## src/pkg/scs_pkg.sv

```systemverilog
// constants and types for the system clock source switch
package scs_pkg;
   // ----------------------------------------
   // register byte addresses
   // ----------------------------------------
   localparam logic [7:0] OFS_OSC  = 8'h00; // osc_control_reg
   localparam logic [7:0] OFS_OSC2 = 8'h04; // osc_control_second_reg
   localparam logic [7:0] OFS_CFG  = 8'h08; // config_word_high image
   localparam logic [7:0] OFS_STAT = 8'h0C; // switch state, read only
   // ----------------------------------------
   // field positions
   // ----------------------------------------
   localparam int B_IDLE  = 7; // idle_on_sleep_select
   localparam int B_FRQ   = 4; // internal_freq_field, 3 bits
   localparam int B_PRI   = 3; // primary active flag
   localparam int B_FAST  = 2; // fast_internal_stable_flag
   localparam int B_CS    = 0; // clock_select_field, 2 bits
   localparam int B_SRUN  = 6; // secondary_running_flag
   localparam int B_MSEL  = 4; // medium_source_select
   localparam int B_FORCE = 3; // secondary_force_on
   localparam int B_MED   = 1; // medium_internal_stable_flag
   localparam int B_ISRC  = 0; // internal_source_select
   localparam int B_IPRI  = 1; // internal block is the primary
   localparam int B_PLL   = 2; // crystal_pll_mode
   localparam int B_WDT   = 3; // watchdog_timer enabled
   localparam int B_FAIL_SAFE_CLOCK_MONITOR  = 4; // fail_safe_clock_monitor on
   // ----------------------------------------
   // sources and responses
   // ----------------------------------------
   localparam logic [1:0] SRC_PRI  = 2'h0;
   localparam logic [1:0] SRC_SEC  = 2'h1;
   localparam logic [1:0] SRC_INT  = 2'h2;
   localparam logic [1:0] RESP_OK  = 2'h0;
   localparam logic [1:0] RESP_ERR = 2'h2;
   // ----------------------------------------
   // timing
   // ----------------------------------------
   localparam int CLK_MHZ      = 50;
   localparam int OST_TICKS    = 1024;    // primary start-up periods
   localparam int PLL_LOCK_NS  = 2000000; // pll_lock_time, 2 ms
   localparam int PLL_LOCK_CYC = PLL_LOCK_NS / 1000 * CLK_MHZ;
   localparam int STAB_NS      = 1000;    // internal_stabilise_time
   localparam int STAB_CYC     = (STAB_NS * CLK_MHZ + 999) / 1000;
   localparam logic [1:0] OLD_EDGES = 2'h2; // outgoing clock edges
   localparam logic [1:0] NEW_EDGES = 2'h3; // incoming clock edges
   // ----------------------------------------
   // state types
   // ----------------------------------------
   typedef enum logic [3:0] {
      SW_RUN  = 4'h1, // stable on sel
      SW_WAIT = 4'h2, // old clock runs, new warming up
      SW_OLD  = 4'h4, // releasing old clock
      SW_NEW  = 4'h8  // picking up new clock
   } scs_sw_t;
   typedef enum logic [2:0] {
      PW_RUN   = 3'h1,
      PW_IDLE  = 3'h2,
      PW_SLEEP = 3'h4
   } scs_pwr_t;
endpackage

```

## src/design/scs_clock_switch.sv

```systemverilog
// system clock source switch with AXI4-Lite control registers
//
// Summary of operation
// - switch takes 2 old, 3 new edges
// - four status bits at fixed positions
// - flags encode which source drives clock
// - internal-as-primary may show both flags
// - sleep samples idle select when executed
// - every run mode clocks core and peripherals
// - reset starts primary run, primary flag set
// - select 01 moves to secondary oscillator
// - force-on bit makes secondary switch immediate
// - secondary clocks until primary ready
// - upper select bit picks internal, lower ignored
// - frequency field writes act at once
// - field zero, source clear: low-frequency, no flags
// - decode field and selects into stable flags
// - stable flag only after output settles
// - already stable source keeps flag set
// - internal clocks until primary ready
// - low-frequency source kept for watchdog/monitor
// - primary ready after 1024 periods plus pll
// - select field 00/01/1x maps to sources
// - sleep stops all clocks, idle only cpu
//
// The address map and the AXI4-Lite slave port were left to the implementer.
`timescale 1ns/1ps
`default_nettype none
module scs_clock_switch
   import scs_pkg::*;
#(
   parameter int PLL_CYC = PLL_LOCK_CYC // pll lock wait in aclk cycles
) (
   input  wire logic        aclk,
   input  wire logic        aresetn,
   input  wire logic [7:0]  awaddr,
   input  wire logic        awvalid,
   output logic             awready,
   input  wire logic [31:0] wdata,
   input  wire logic [3:0]  wstrb,
   input  wire logic        wvalid,
   output logic             wready,
   output logic [1:0]       bresp,
   output logic             bvalid,
   input  wire logic        bready,
   input  wire logic [7:0]  araddr,
   input  wire logic        arvalid,
   output logic             arready,
   output logic [31:0]      rdata,
   output logic [1:0]       rresp,
   output logic             rvalid,
   input  wire logic        rready,
   input  wire logic        primary_tick,
   input  wire logic        secondary_tick,
   input  wire logic        internal_tick,
   input  wire logic        lf_tick,
   input  wire logic        secondary_stable,
   input  wire logic        sleep_exec,
   input  wire logic        wake_event,
   output logic             sys_tick,
   output logic             cpu_tick,
   output logic             periph_tick,
   output logic [2:0]       internal_freq,
   output logic             primary_osc_en,
   output logic             secondary_osc_en,
   output logic             internal_osc_en,
   output logic             lf_osc_en
);
   // ----------------------------------------
   // registers and state
   // ----------------------------------------
   logic [7:0]  osc_q;       // writable osc control bits
   logic [7:0]  osc2_q;      // writable second control bits
   logic [7:0]  cfg_q;       // configuration image
   scs_sw_t     sw_q;        // switch sequencer
   scs_pwr_t    pwr_q;       // run / idle / sleep
   logic [1:0]  sel_q;       // source now driving
   logic [1:0]  nxt_q;       // source being switched to
   logic [1:0]  ecnt_q;      // clock edges counted
   logic [10:0] ost_q;       // primary start-up count
   logic [16:0] pll_q;       // pll lock count
   logic [7:0]  stab_q;      // internal settle count
   logic        aw_q;        // write address held
   logic        w_q;         // write data held
   logic [7:0]  awa_q;       // held write address
   logic [7:0]  wd_q;        // held write byte
   logic        wen_q;       // held byte lane 0 enable
   logic [3:0]  sy1, sy2, sy3; // tick synchronisers
   logic [3:0]  edge_w;      // one pulse per source edge
   logic [1:0]  tgt;         // target from select field
   logic        int_en;      // internal output enabled
   logic        int_stab;    // internal output settled
   logic        pri_rdy;     // primary clock usable
   logic [3:0]  rdy;         // per-source ready, top entry unused
   logic [3:0]  stk;         // per-source tick, top entry unused
   logic        asleep;      // all clocks stopped
   logic        pri_flag, sec_flag, fast_flag, med_flag;
   logic        int_show;    // internal flags visible
   logic        wr_go;       // register write this cycle
   logic        run_ok;      // mux settled, selected edge seen

   // ----------------------------------------
   // source tick synchronisers
   // ----------------------------------------
   wire [3:0] raw = {lf_tick, internal_tick, secondary_tick, primary_tick};
   genvar g;
   generate
      for (g = 0; g < 4; g++) begin : g_sync
         // two flops, third only for the edge
         always_ff @(posedge aclk) begin
            if (!aresetn) begin
               sy1[g] <= 1'b0;
               sy2[g] <= 1'b0;
               sy3[g] <= 1'b0;
            end else begin
               sy1[g] <= raw[g];
               sy2[g] <= sy1[g];
               sy3[g] <= sy2[g];
            end
         end
         assign edge_w[g] = sy2[g] & ~sy3[g];
      end
   endgenerate

   // ----------------------------------------
   // source decode
   // ----------------------------------------
   // upper bit wins, lower ignored then
   assign tgt = osc_q[B_CS+1] ? SRC_INT : {1'b0, osc_q[B_CS]};
   // output on for nonzero field or either select
   assign int_en = (osc_q[B_FRQ+:3] != 3'h0) | cfg_q[B_ISRC] | osc2_q[B_MSEL];
   assign int_stab = (stab_q == 8'(STAB_CYC));
   assign asleep = (pwr_q == PW_SLEEP);
   // ready figures per source
   assign rdy[SRC_PRI] = pri_rdy;
   assign rdy[SRC_SEC] = osc2_q[B_FORCE] | secondary_stable;
   assign rdy[SRC_INT] = ~int_en | int_stab;
   assign rdy[3]      = 1'b0;
   // low-frequency source stands in when output is off
   assign stk[SRC_PRI] = edge_w[0];
   assign stk[SRC_SEC] = edge_w[1];
   assign stk[SRC_INT] = int_en ? edge_w[2] : edge_w[3];
   assign stk[3]      = 1'b0;
   // frequency field goes straight out
   assign internal_freq = osc_q[B_FRQ+:3];

   // ----------------------------------------
   // oscillator enables
   // ----------------------------------------
   always_comb begin
      primary_osc_en   = ~asleep & (sel_q == SRC_PRI | tgt == SRC_PRI);
      secondary_osc_en = osc2_q[B_FORCE] | (~asleep & (sel_q == SRC_SEC | tgt == SRC_SEC));
      internal_osc_en  = ~asleep & int_en;
      // kept for watchdog or monitor
      lf_osc_en = cfg_q[B_WDT] | cfg_q[B_FAIL_SAFE_CLOCK_MONITOR] | (~asleep & ~int_en);
   end

   // ----------------------------------------
   // primary readiness
   // ----------------------------------------
   // counts primary periods, then pll lock time
   always_ff @(posedge aclk) begin
      if (!aresetn) begin
         ost_q <= 11'(OST_TICKS);
         pll_q <= 17'h0;
      end else if (!primary_osc_en) begin
         ost_q <= 11'h0;
         pll_q <= 17'h0;
      end else if (ost_q != 11'(OST_TICKS)) begin
         if (edge_w[0])
            ost_q <= ost_q + 11'h1;
      end else if (cfg_q[B_PLL] && pll_q != 17'(PLL_CYC)) begin
         pll_q <= pll_q + 17'h1;
      end
   end
   assign pri_rdy = (ost_q == 11'(OST_TICKS)) & (~cfg_q[B_PLL] | pll_q == 17'(PLL_CYC));

   // ----------------------------------------
   // internal stabilisation
   // ----------------------------------------
   // restarts when the output is turned off or in sleep
   always_ff @(posedge aclk) begin
      if (!aresetn)
         stab_q <= 8'h0;
      else if (!int_en || asleep)
         stab_q <= 8'h0;
      else if (!int_stab)
         stab_q <= stab_q + 8'h1;
   end

   // ----------------------------------------
   // switch sequencer
   // ----------------------------------------
   always_ff @(posedge aclk) begin
      if (!aresetn) begin
         sw_q   <= SW_RUN;
         sel_q  <= SRC_PRI;
         nxt_q  <= SRC_PRI;
         ecnt_q <= 2'h0;
      end else begin
         case (sw_q)
            SW_RUN: begin
               // new request, wait unless already ready
               if (tgt != sel_q && !asleep) begin
                  nxt_q  <= tgt;
                  ecnt_q <= 2'h0;
                  sw_q   <= rdy[tgt] ? SW_OLD : SW_WAIT;
               end
            end
            SW_WAIT: begin
               // old source keeps clocking meanwhile
               if (tgt == sel_q)
                  sw_q <= SW_RUN;
               else if (tgt != nxt_q)
                  nxt_q <= tgt;
               else if (rdy[nxt_q])
                  sw_q <= SW_OLD;
            end
            SW_OLD: begin
               // release old clock on its own edges
               if (stk[sel_q]) begin
                  if (ecnt_q == OLD_EDGES - 2'h1) begin
                     ecnt_q <= 2'h0;
                     sw_q   <= SW_NEW;
                  end else
                     ecnt_q <= ecnt_q + 2'h1;
               end
            end
            SW_NEW: begin
               // pick up new clock on its own edges
               if (stk[nxt_q]) begin
                  if (ecnt_q == NEW_EDGES - 2'h1) begin
                     ecnt_q <= 2'h0;
                     sel_q  <= nxt_q;
                     sw_q   <= SW_RUN;
                  end else
                     ecnt_q <= ecnt_q + 2'h1;
               end
            end
            default: sw_q <= SW_RUN;
         endcase
      end
   end

   // ----------------------------------------
   // power mode
   // ----------------------------------------
   // sleep decides by the idle bit at that moment
   always_ff @(posedge aclk) begin
      if (!aresetn)
         pwr_q <= PW_RUN;
      else begin
         case (pwr_q)
            PW_RUN: begin
               if (sleep_exec)
                  pwr_q <= osc_q[B_IDLE] ? PW_IDLE : PW_SLEEP;
            end
            PW_IDLE, PW_SLEEP: begin
               if (wake_event)
                  pwr_q <= PW_RUN;
            end
            default: pwr_q <= PW_RUN;
         endcase
      end
   end

   // ----------------------------------------
   // clock ticks out
   // ----------------------------------------
   // internal output keeps clocking while it settles
   assign run_ok = (sw_q == SW_RUN || sw_q == SW_WAIT) && stk[sel_q] &&
                   (rdy[sel_q] || sel_q == SRC_INT);
   // no ticks while the mux changes hands
   always_ff @(posedge aclk) begin
      if (!aresetn) begin
         sys_tick    <= 1'b0;
         cpu_tick    <= 1'b0;
         periph_tick <= 1'b0;
      end else begin
         sys_tick    <= run_ok && !asleep;
         cpu_tick    <= run_ok && pwr_q == PW_RUN;
         periph_tick <= run_ok && !asleep;
      end
   end

   // ----------------------------------------
   // status flags
   // ----------------------------------------
   always_comb begin
      pri_flag  = ~asleep & sel_q == SRC_PRI & pri_rdy;
      sec_flag  = ~asleep & sel_q == SRC_SEC;
      // internal flags, also with internal as primary
      int_show  = ~asleep & int_en & int_stab &
                  (sel_q == SRC_INT | (sel_q == SRC_PRI & cfg_q[B_IPRI]));
      fast_flag = int_show & ~osc2_q[B_MSEL];
      med_flag  = int_show & osc2_q[B_MSEL];
   end

   // ----------------------------------------
   // AXI4-Lite write channel
   // ----------------------------------------
   assign awready = ~aw_q & ~bvalid;
   assign wready  = ~w_q & ~bvalid;
   assign wr_go   = aw_q & w_q;
   // address and data taken in either order
   always_ff @(posedge aclk) begin
      if (!aresetn) begin
         aw_q  <= 1'b0;
         w_q   <= 1'b0;
         awa_q <= 8'h0;
         wd_q  <= 8'h0;
         wen_q <= 1'b0;
         bvalid <= 1'b0;
         bresp  <= RESP_OK;
      end else begin
         if (awvalid && awready) begin
            aw_q  <= 1'b1;
            awa_q <= awaddr;
         end
         if (wvalid && wready) begin
            w_q   <= 1'b1;
            wd_q  <= wdata[7:0];
            wen_q <= wstrb[0];
         end
         if (wr_go) begin
            aw_q   <= 1'b0;
            w_q    <= 1'b0;
            bvalid <= 1'b1;
            bresp  <= (awa_q == OFS_OSC || awa_q == OFS_OSC2 || awa_q == OFS_CFG ||
                       awa_q == OFS_STAT) ? RESP_OK : RESP_ERR;
         end else if (bvalid && bready)
            bvalid <= 1'b0;
      end
   end

   // register updates, status bits read only
   always_ff @(posedge aclk) begin
      if (!aresetn) begin
         osc_q  <= 8'h00;
         osc2_q <= 8'h00;
         cfg_q  <= 8'h00;
      end else if (wr_go && wen_q) begin
         case (awa_q)
            OFS_OSC:  osc_q  <= wd_q & 8'hF3;
            OFS_OSC2: osc2_q <= wd_q & 8'h18;
            OFS_CFG:  cfg_q  <= wd_q & 8'h1F;
            default:  ;
         endcase
      end
   end

   // ----------------------------------------
   // AXI4-Lite read channel
   // ----------------------------------------
   assign arready = ~rvalid;
   always_ff @(posedge aclk) begin
      if (!aresetn) begin
         rvalid <= 1'b0;
         rdata  <= 32'h0;
         rresp  <= RESP_OK;
      end else if (arvalid && arready) begin
         rvalid <= 1'b1;
         rresp  <= RESP_OK;
         case (araddr)
            OFS_OSC:  rdata <= {24'h0, osc_q | (8'(pri_flag) << B_PRI) | (8'(fast_flag) << B_FAST)};
            OFS_OSC2: rdata <= {24'h0, osc2_q | (8'(sec_flag) << B_SRUN) | (8'(med_flag) << B_MED)};
            OFS_CFG:  rdata <= {24'h0, cfg_q};
            OFS_STAT: rdata <= {21'h0, nxt_q, sel_q, pwr_q, sw_q};
            default: begin
               rdata <= 32'h0;
               rresp <= RESP_ERR;
            end
         endcase
      end else if (rvalid && rready)
         rvalid <= 1'b0;
   end
endmodule
`default_nettype wire

```

## config.mk

```make
export PLATFORM = sky130hd
export DESIGN_NAME = scs_clock_switch
export DESIGN_NICKNAME = d
export VERILOG_FILES = /design/src/pkg/scs_pkg.sv /design/src/design/scs_clock_switch.sv
export SDC_FILE = /design/constraint.sdc
export NUM_CORES = 1
export LEC_CHECK = 0
export ABC_AREA = 0
export BUFFER_PORTS_ARGS = -buffer_cell sky130_fd_sc_hd__buf_2
export CORE_AREA = 2 2 133 122
export DETAILED_ROUTE_END_ITERATION = 7
export DIE_AREA = 0 0 135 124
export GPL_TIMING_DRIVEN = 0
export PLACE_DENSITY = 0.57
export SYNTH_ARGS = -nofsm -noshare
export SYNTH_HDL_FRONTEND = slang
export SYNTH_SLANG_ARGS = --single-unit
```

## constraint.sdc

```tcl
create_clock -name aclk -period 2.8 [get_ports aclk]
set_input_delay 0.56 -clock aclk [delete_from_list [all_inputs] [get_ports aclk]]
set_output_delay 0.56 -clock aclk [all_outputs]
set_load 0.05 [all_outputs]
```

* After elaboration in Yosys (flattened, before gate mapping)
Index checks and enable logic that the tools add are counted.
Cells by class: eq/ne operators 39, add/subtract/negate cells 4, mux-type cells 46, magnitude comparators 3, reductions and logical operators 45, bitwise gates (word level) 49
Operators by type and width (count):
- $pmux W11 S4 | 1
- $mux W11 | 3
- $eq A8 B4 Y1 const B | 4
- $mux W4 | 8
- $mux W2 | 11
- $and A1 B1 Y1 | 20
- $ne A2 B2 Y1 const B | 9
- $add A17 B1 Y17 const B | 1
- $eq A17 B17 Y1 const B | 1
- $ne A17 B17 Y1 const B | 1
- $eq A8 B3 Y1 const B | 2
- $logic_not A8 Y1 | 2
- $pmux W4 S4 | 1
- $reduce_and A2 Y1 | 8
- $not A1 Y1 | 14
- $logic_and A1 B1 Y1 | 12
- $mux W3 | 4
- $add A11 B1 Y11 const B | 1
- $eq A11 B11 Y1 const B | 1
- $ne A11 B11 Y1 const B | 1
- $or A1 B1 Y1 | 11
- $bmux W1 S2 | 5
- $mux W1 | 10
- $lt A2 B3 Y1 const B | 3
- other kinds (33) | 52
Storage, ports and cells: bits of input ports 66, bits in registers 133, output and inout bits 51, logic and storage cells 222

* Longest topological paths before layout
Gate-level depths: netlist of the first run.
depth after elaboration 11, mapped depth 9, gate-level depth less buffers 8

* Worst setup path after synthesis of the first run
Ideal clock, no wire load.
path type register to output, start register osc_q[4], end output port lf_osc_en, arrival 1.810 ns, required time 2.240 ns, stages on the path, launching flop included 4, buffers on the path 0, slack 0.430 ns, path through dfxtp_1 > nor3_1 > nand2_1 > o21ai_0
On the way: word-level cells in the longest chain between the ends 6
RTL lines:
- start, declared | RTL line scs_clock_switch.sv:72 | logic [7:0] osc_q;
- start signal, assigned | RTL line scs_clock_switch.sv:344 | OFS_OSC: osc_q <= wd_q & 8'hF3;
- $reduce_bool A3 Y1 | RTL line scs_clock_switch.sv:131 | assign int_en = (osc_q[B_FRQ+:3] != 3'h0) | cfg_q[B_ISRC] | osc2_q[B_MSEL];
- $or A1 B1 Y1 (2 in a row) | RTL line scs_clock_switch.sv:131
- $not A1 Y1 | RTL line scs_clock_switch.sv:155 | lf_osc_en = cfg_q[B_WDT] | cfg_q[B_FAIL_SAFE_CLOCK_MONITOR] | (~asleep & ~int_en);
- $and A1 B1 Y1 | RTL line scs_clock_switch.sv:155
- $or A1 B1 Y1 | RTL line scs_clock_switch.sv:155
- end, declared | RTL line scs_clock_switch.sv:67 | output logic lf_osc_en
Every way passes these cells.

* Final worst setup path of the first run
start register sel_q[0], end output port secondary_osc_en
On the way: word-level cells in the longest chain between the ends 4
RTL lines:
- start, declared | RTL line scs_clock_switch.sv:77 | logic [1:0] sel_q;
- start signal, assigned | RTL line scs_clock_switch.sv:234 | sel_q <= nxt_q;
- $eq A2 B1 Y1 | RTL line scs_clock_switch.sv:152 | secondary_osc_en = osc2_q[B_FORCE] | (~asleep & (sel_q == SRC_SEC | tgt == SRC_SEC));
- $or A1 B1 Y1 | RTL line scs_clock_switch.sv:152
- $and A1 B1 Y1 | RTL line scs_clock_switch.sv:152
- $or A1 B1 Y1 | RTL line scs_clock_switch.sv:152
- end, declared | RTL line scs_clock_switch.sv:65 | output logic secondary_osc_en,
Every way passes these cells.

==> results.json, run 1 <==
{
  "vias": 4383,
  "critPathRequiredTime_ps": 2240,
  "cellLeakagePower_nw": 2.47,
  "rows": 43,
  "routed_wl_um": 12500,
  "grt_util_met3_pct": 4.23,
  "die_w_um": 135,
  "antenna_found_initial": 0,
  "htree_levels": 3,
  "grt-ovfl-total": 0,
  "slew_headroom_pct": 48.3,
  "yosysTopAreaCellShare_pct": 41.8,
  "avgViaCountPerCell": 4.79,
  "ant_nets": 0,
  "hold_path_class": "input pin to flop",
  "synth_edf_count": 0,
  "fmax_ghz": 0.396,
  "fin_skew_ps": 10.4,
  "hpwlAfterDp_um": 9510,
  "yosysSeqAreaShare_pct": 41.8,
  "hold_viol_final": 0,
  "nNetsFinal": 780,
  "clk_latency_ps": 360,
  "rsz0062_at_grt": "false",
  "grt_pass1_wl_um": 20400,
  "layout_min_cycle_time_ps": 2530,
  "max_cap_viol_count": 0,
  "finalSetupViolCount": 0,
  "arrival_ps": 1970,
  "ys_top_cells_by_count": "dfxtp_1 (110), nand2_1 (72), nor2_1 (66)",
  "ys_ff_latch": 110,
  "track_usage_pct": 15.6,
  "drv_slew": 0,
  "syn_area_per_cell_um2": 8.63,
  "postSynthCellCount": 610,
  "layout-drive-gt1-share_pct": 17.4,
  "status": "finished, final reports clean",
  "die_h_um": 124,
  "setup.worst_path.start_class": "flop",
  "grt_pass1_vias": 4129,
  "gp_congestion": 0.850,
  "cp_max_fo": 9,
  "synth_area_leaders": "dfxtp_1 (42%), nand2_1 (5.1%), nor2_1 (4.7%)",
  "cts_sinks": 110,
  "fin_setup_tns_ps": 0,
  "cts_buffer_depth": 2,
  "start_util_pct": 34.5,
  "fin_ws_ps": 273,
  "min_period_over_period_pct": 90.3,
  "place_ws_ps": 216,
  "synth.most_common_cell": "dfxtp_1",
  "cts_tree": "done",
  "peakVddDrop_mv": 0.328,
  "core-area_um2": 15300,
  "syn_to_final_growth_pct": 18.4,
  "synth_ff_type": "dfxtp_1",
  "path_class": "flop to output port",
  "synth_cell_types": 59,
  "syn_area_um2": 5270,
  "met2_usage_pct": 26.0,
  "numCtsBuffers": 9,
  "ys_async_sr_fraction_pct": 0,
  "initialDrtViolationCount": 190,
  "portBuffers": 65,
  "drc": 0,
  "grt_max_degree": 19,
  "worstMarginPinSlew_ps": 764,
  "p_per_area_nw_per_um2": 541,
  "synth_area_leader_cell": "dfxtp_1",
  "diodes": 0,
  "fillers": 1573,
  "critPathCaptureType": "output port",
  "yosysWarnings": 0,
  "grtUsageMet1_pct": 19.8,
  "die_area_um2": 16700,
  "clkTransAtPathRegs_ps": 70,
  "wire_per_inst_um": 13.6,
  "busiest_layer": "met2",
  "dr.pass1.iters": 4,
  "io_pins": 117,
  "cts_root_buffer": "clkbuf_16"
}
## per-layer routing
layer | routed length [um] | up-vias
met3 | 561 | 11
met5 | 0 | -
met1 | 6030 | 2024
li1 | - | 2243
met2 | 5710 | 105
met4 | 167 | 0
## path summary, 6_finish.rpt
path / from / to / slack (ps) / cells after the start
max: sel_q[0] / secondary_osc_en / 270 / 5
min: internal_tick / sy1[2] / 410 / 2
max reg2reg: cfg_q[0] / sw_q[2] / 470 / 6
min reg2reg: sy1[0] / sy2[0] / 440 / 1
## per-stage QoR
stage / instances / cell area (um^2) / util (%) / total power, mW / hold WS (ps)
after floorplan: 632 / 5350 / - / 1.98 / 412
after global placement: 899 / 5930 / 38.8 / 2.08 / 419
after detailed placement: 899 / 5930 / 38.8 / 2.08 / 426
after CTS: 915 / 6230 / 40.8 / 3.42 / 393
after global routing: 915 / 6240 / 40.8 / 3.52 / 406
final: 915 / 6240 / 40.8 / 3.37 / 409
## registers in the layout, summed over array words and instances, names as in the netlist, 5 cells and up
name    cells
awa_q       8
wd_q        8
pll_q      17
osc_q       6
cfg_q       5
rdata      11
ost_q      11
stab_q      8
## repair_timing
action | in CTS | in global routing
hold buffers | 0 | 0
buffers inserted | 0 | 0
resized for setup | 0 | 1
setup endpoints to repair | 0 | 8
## area by class of cell
type / instances / area [um^2] / share of cell area [%]
inverters: 12 / 45.0 / 0.722
clock inverters: 6 / 66.3 / 1.06
well taps: 202 / 253 / 4.05
clock buffers: 10 / 239 / 3.83
multi-input cells: 461 / 2820 / 45.2
repair buffers: 65 / 325 / 5.22
plain buffers: 49 / 285 / 4.57
flip-flops and latches: 110 / 2200 / 35.3
## cell families (layout without fill, tap and decap cells)
kind of cell	after synthesis	count (layout)	synth area share, %
AND/OR/NAND/NOR	284	284	28.5
flip-flops	110	110	41.8
AO/OA/AOI/OAI	95	95	12.3
buffers and inverters	61	142	6.27
XOR/XNOR	32	32	5.32
multiplexers	21	21	4.30
adder cells (fa/ha/maj)	6	6	1.43
other	1	23	0.0712
## worst max-delay path: stages, from the launching register on
cell	delay [ps]
dfxtp_1	310
clkbuf_1	350
nor2b_1	380
o21ai_0	180
nand2b_1	120
buf_2	260
## cell usage in the layout, fill, tap and decap left out, drive strengths merged, types with 4 or more instances in the layout
master,instances
a21boi,23
xnor2,18
buf,93
a21oi,16
nor3,16
and3,8
inv,15
dfxtp,110
nor2b,35
or4b,5
ha,6
xor2,14
nor4bb,4
a22o,4
nand2,72
nand2b,10
nor2,66
clkbuf,31
conb,23
o21ai,19
nor3b,7
a22oi,12
and2,17
mux2i,17
nor4,6
nand4,6
nand3,13
or3,4
## where the power goes
group	switching, mW	leakage (nW)	total, mW	internal [mW]
Sequential	0.0370	0.893	1.64	1.60
Combinational	0.263	1.42	0.407	0.144
Clock	0.600	0.154	1.33	0.725
(Power assumes the default switching activity.)
==> run 2: changes to the inputs <==
--- a/config.mk
+++ b/config.mk
@@ -12,6 +12,7 @@
 export DIE_AREA = 0 0 135 124
 export GPL_TIMING_DRIVEN = 0
 export PLACE_DENSITY = 0.57
+export RECOVER_POWER = 50
 export SYNTH_ARGS = -nofsm -noshare
 export SYNTH_HDL_FRONTEND = slang
 export SYNTH_SLANG_ARGS = --single-unit
==> run 2 against run 1 <==
Net effect: global-route usage unchanged; sequential power about the same; sequential share of layout area up 0.18 points; setup slack better by 26 ps; count of clock-buffer cells in the layout unchanged; hold slack better by 3.1 ps; flip-flop and latch count unchanged; critical path depth unchanged; maximum frequency up 1.1%; die area unchanged; clock skew about the same; critical endpoint unchanged; largest power group unchanged.
==> results.json, run 2 (same netlist as run 1, synthesis figures left out) <==
{
  "avgViaCountPerCell": 4.78,
  "syn_to_final_growth_pct": 17.8,
  "rsz0062_at_grt": "false",
  "die_h_um": 124,
  "stdcell_area_um2": 6200,
  "cts_buffer_depth": 2,
  "cts_sinks": 110,
  "layout-drive-gt1-share_pct": 14.2,
  "hold_viol_final": 0,
  "cts_root_buffer": "clkbuf_16",
  "arrival_ps": 1940,
  "fin_skew_ps": 9.99,
  "track_usage_pct": 15.6,
  "largest_reg_flops": 17,
  "grt_pass1_wl_um": 20400,
  "path_class": "flop to output port",
  "worstMarginPinSlew_ps": 779,
  "layout_min_cycle_time_ps": 2500,
  "core-area_um2": 15300,
  "portBuffers": 65,
  "p_per_area_nw_per_um2": 543,
  "dr.pass1.iters": 4,
  "diodes": 0,
  "dpl-instance-area_um2": 5930,
  "finalSetupViolCount": 0,
  "drv_slew": 0,
  "htree_levels": 3,
  "critPathRequiredTime_ps": 2240,
  "cts_setup_buffers": 0,
  "final_cell_mix": "dfxtp_1 (110), nand2_1 (72), nor2_1 (66)",
  "gp_congestion": 0.850,
  "rows": 43,
  "wire_per_inst_um": 13.6,
  "grt_pass1_vias": 4129,
  "cts_tree": "done",
  "vias": 4376,
  "antenna_found_initial": 0,
  "layout_commonest_cell": "dfxtp_1",
  "slew_headroom_pct": 47.3,
  "cellLeakagePower_nw": 2.37,
  "drc": 0,
  "largest-register": "pll_q",
  "max_cap_viol_count": 0,
  "peakVddDrop_mv": 0.332,
  "min_period_over_period_pct": 89.3,
  "critPathCaptureType": "output port",
  "setup.worst_path.start_class": "flop",
  "grt-ovfl-total": 0,
  "nNetsFinal": 780,
  "ant_nets": 0,
  "status": "finished, final reports clean",
  "start_util_pct": 34.5,
  "hold_path_class": "input pin to flop",
  "clk_latency_ps": 360,
  "die_w_um": 135,
  "clkTransAtPathRegs_ps": 70,
  "initialDrtViolationCount": 199,
  "routed_wl_um": 12500,
  "fmax_ghz": 0.400,
  "grt_max_degree": 19,
  "die_area_um2": 16700,
  "reg.largest.list": "pll_q: 17 flops, ost_q: 11 flops, rdata: 11 flops",
  "hpwlAfterDp_um": 9510,
  "fin_setup_tns_ps": 0,
  "io_pins": 117,
  "numCtsBuffers": 9,
  "cp_max_fo": 9
}
==> run 2: timing repair <==
item / 4_1_cts / 5_1_grt
resized for setup: 0 / 1
hold buffers: 0 / 0
endpoints found under the setup margin: 0 / 8
==> run 2: cell type report <==
cell class,instances,area [um^2]
tap,202,253
buffer,49,285
inverter,12,45.0
fill,1585,9070
clock inverter,6,66.3
multi-input combinational,461,2820
sequential,110,2200
clock buffer,10,239
timing repair buffer,65,298
==> run 2: routing by layer <==
| metal | track usage [%] | share of wire, % |
|---|---|---|
| met2 | 26.0 | 46 |
| met4 | 4.75 | 1.3 |
| met5 | 0 | 0 |
| met3 | 4.23 | 4.9 |
| met1 | 19.8 | 48 |
==> run 2: final timing paths <==
check	from	to	slack [ps]	cells past startpoint
setup / recovery	sel_q[0]	secondary_osc_en	300	5
hold / removal	internal_tick	sy1[2]	410	2
hold reg to reg	sy1[3]	sy2[3]	440	1
setup reg to reg	cfg_q[0]	sw_q[2]	440	6
==> run 2: metrics by stage <==
| step | instances | utilization [%] | power [mW] | hold WS [ps] | setup slack [ps] |
|---|---|---|---|---|---|
| floorplan | 632 | - | 1.98 | 412 | 430 |
| global placement | 899 | 38.8 | 2.08 | 419 | 290 |
| detailed placement | 899 | 38.8 | 2.08 | 426 | 216 |
| CTS | 915 | 40.8 | 3.42 | 393 | 22.5 |
| global route | 915 | 40.6 | 3.51 | 406 | 149 |
| finish | 915 | 40.6 | 3.37 | 412 | 299 |
==> run 2: worst max-delay path, stage by stage, from the launching register on <==
cell and delay [ps]:
dfxtp_1 310, clkbuf_1 340, nor2b_1 380, o21ai_0 180, nand2b_1 120, buf_2 260
==> run 2: power breakdown <==
part	internal [mW]	switching, mW
combinational	0.139	0.264
sequential	1.60	0.0373
clock	0.725	0.599
total	2.47	0.900
==> run 3: changes to the inputs <==
--- a/config.mk
+++ b/config.mk
@@ -7,11 +7,14 @@
 export LEC_CHECK = 0
 export ABC_AREA = 0
 export BUFFER_PORTS_ARGS = -buffer_cell sky130_fd_sc_hd__buf_2
+export CELL_PAD_IN_SITES_DETAIL_PLACEMENT = 0
+export CELL_PAD_IN_SITES_GLOBAL_PLACEMENT = 1
 export CORE_AREA = 2 2 133 122
+export CTS_BUF_LIST = sky130_fd_sc_hd__clkbuf_4
 export DETAILED_ROUTE_END_ITERATION = 7
 export DIE_AREA = 0 0 135 124
-export GPL_TIMING_DRIVEN = 0
-export PLACE_DENSITY = 0.57
+export GPL_TIMING_DRIVEN = 1
+export PLACE_DENSITY = 0.72
 export RECOVER_POWER = 50
 export SYNTH_ARGS = -nofsm -noshare
 export SYNTH_HDL_FRONTEND = slang
==> run 3 against run 2 <==
Net effect: maximum frequency down 1.9%; flip-flop and latch count unchanged; setup slack got worse by 48 ps; hold slack got worse by 150 ps; clock skew rose by 2.5 ps; first-iteration DRC count increased by 20%.
==> results.json, run 3 (same netlist as run 1, synthesis figures left out) <==
{
  "status": "finished, final reports clean",
  "antenna_found_initial": 1,
  "reg.largest.list": "pll_q: 17 flops, ost_q: 11 flops, rdata: 11 flops",
  "min_period_over_period_pct": 91.0,
  "fillers": 1637,
  "layout_min_cycle_time_ps": 2550,
  "drc": 0,
  "gp_congestion": 0.819,
  "grt_pass1_vias": 4064,
  "layout_commonest_cell": "dfxtp_1",
  "grt_max_degree": 76,
  "wire_per_inst_um": 14.1,
  "max_cap_viol_count": 0,
  "die_area_um2": 16700,
  "final_cell_mix": "dfxtp_1 (110), nand2_1 (72), nor2_1 (66)",
  "hold_path_class": "input pin to flop",
  "grt_pass1_wl_um": 20000,
  "cp_max_fo": 9,
  "arrival_ps": 1990,
  "switching_share_pct": 28.5,
  "cellLeakagePower_nw": 2.21,
  "cts_root_buffer": "clkbuf_4",
  "cts_buffer_depth": 2,
  "core-area_um2": 15300,
  "stdcell_area_um2": 5820,
  "avgViaCountPerCell": 4.85,
  "numCtsBuffers": 9,
  "ant_nets": 0,
  "start_util_pct": 34.5,
  "drv_slew": 0,
  "layout-drive-gt1-share_pct": 13.8,
  "p_switching_mw": 0.808,
  "syn_to_final_growth_pct": 10.5,
  "vias": 4246,
  "cts_sinks": 110,
  "dr.pass1.iters": 6,
  "io_pins": 117,
  "initialDrtViolationCount": 238,
  "path_class": "flop to output port",
  "worstMarginPinSlew_ps": 1210,
  "fmax_ghz": 0.392,
  "cts_hold_buf": 0,
  "finalSetupViolCount": 0,
  "peakVddDrop_mv": 0.261,
  "clk_latency_ps": 490,
  "ctsResizeCount": 0,
  "clkTransAtPathRegs_ps": 160,
  "critPathRequiredTime_ps": 2240,
  "utilization_pct": 38.1,
  "cts_setup_buffers": 0,
  "routed_wl_um": 12300,
  "rows": 43,
  "die_h_um": 124,
  "portBuffers": 66,
  "die_w_um": 135,
  "comb_power_share_pct": 13.1,
  "p_per_area_nw_per_um2": 487,
  "fin_skew_ps": 12.4,
  "largest_reg_flops": 17,
  "cts_tree": "done",
  "dpl-instance-area_um2": 5710,
  "slew_headroom_pct": 19.4,
  "largest-register": "pll_q",
  "hold_viol_final": 0,
  "htree_levels": 3,
  "fin_setup_tns_ps": 0,
  "hpwlAfterDp_um": 9120,
  "setup.worst_path.start_class": "flop",
  "seq_power_share_pct": 58.2,
  "pwr-share-clk_pct": 28.7,
  "track_usage_pct": 15.3,
  "p_int_mw": 2.03,
  "nNetsFinal": 739,
  "rsz0062_at_grt": "false",
  "critPathCaptureType": "output port",
  "grt-ovfl-total": 0
}
[run 3: critical path, stage by stage (launching register included)]
cell	delay (ps)
dfxtp_1	440
nor3b_1	190
buf_4	170
a21oi_1	360
buf_2	350
[run 3: final timing paths]
kind              cells after the start  slack (ps)          from               to
setup / recovery                      4         250      pwr_q[2]  internal_osc_en
hold / removal                        2         260  primary_tick           sy1[0]
setup reg to reg                      6         450     osc2_q[4]          sw_q[2]
hold reg to reg                       1         460        sy1[2]           sy2[2]
[run 3: area by class of cell]
cell class / instances / area (um^2) / area share, %
timing repair buffer: 73 / 362 / 6.22
antenna: 1 / 2.50 / 0.0430
tap: 202 / 253 / 4.35
clock buffer: 12 / 90.1 / 1.55
sequential: 110 / 2200 / 37.9
inverter: 12 / 45.0 / 0.774
clock inverter: 4 / 47.5 / 0.817
multi-input combinational: 461 / 2820 / 48.4
[run 3: power by group through the flow]
stage,Clock (mW),Sequential (mW),Combinational (mW)
6_report,0.815,1.65,0.371
5_1_grt,0.907,1.66,0.409
4_1_cts,0.854,1.65,0.376
3_5_place_dp,0,1.68,0.375
3_3_place_gp,0,1.68,0.371
2_1_floorplan,0,1.68,0.299
[run 3: layer usage]
metal | share of wire, % | wire length (um) | vias up | track usage (%)
li1 | - | - | 2171 | -
met1 | 48 | 5940 | 1946 | 19.7
met2 | 44 | 5440 | 103 | 24.3
met3 | 5.6 | 695 | 26 | 4.84
met4 | 2.0 | 243 | 0 | 5.40
met5 | 0 | 0 | - | 0
[run 3: metrics by stage]
| step | instances | hold slack, ps | setup WS (ps) | power (mW) |
|---|---|---|---|---|
| after floorplan | 632 | 412 | 430 | 1.98 |
| after global placement | 858 | 423 | 540 | 2.05 |
| after detailed placement | 858 | 421 | 510 | 2.06 |
| after CTS | 874 | 222 | 216 | 2.88 |
| after global routing | 875 | 222 | 175 | 2.97 |
| final | 875 | 261 | 251 | 2.83 |
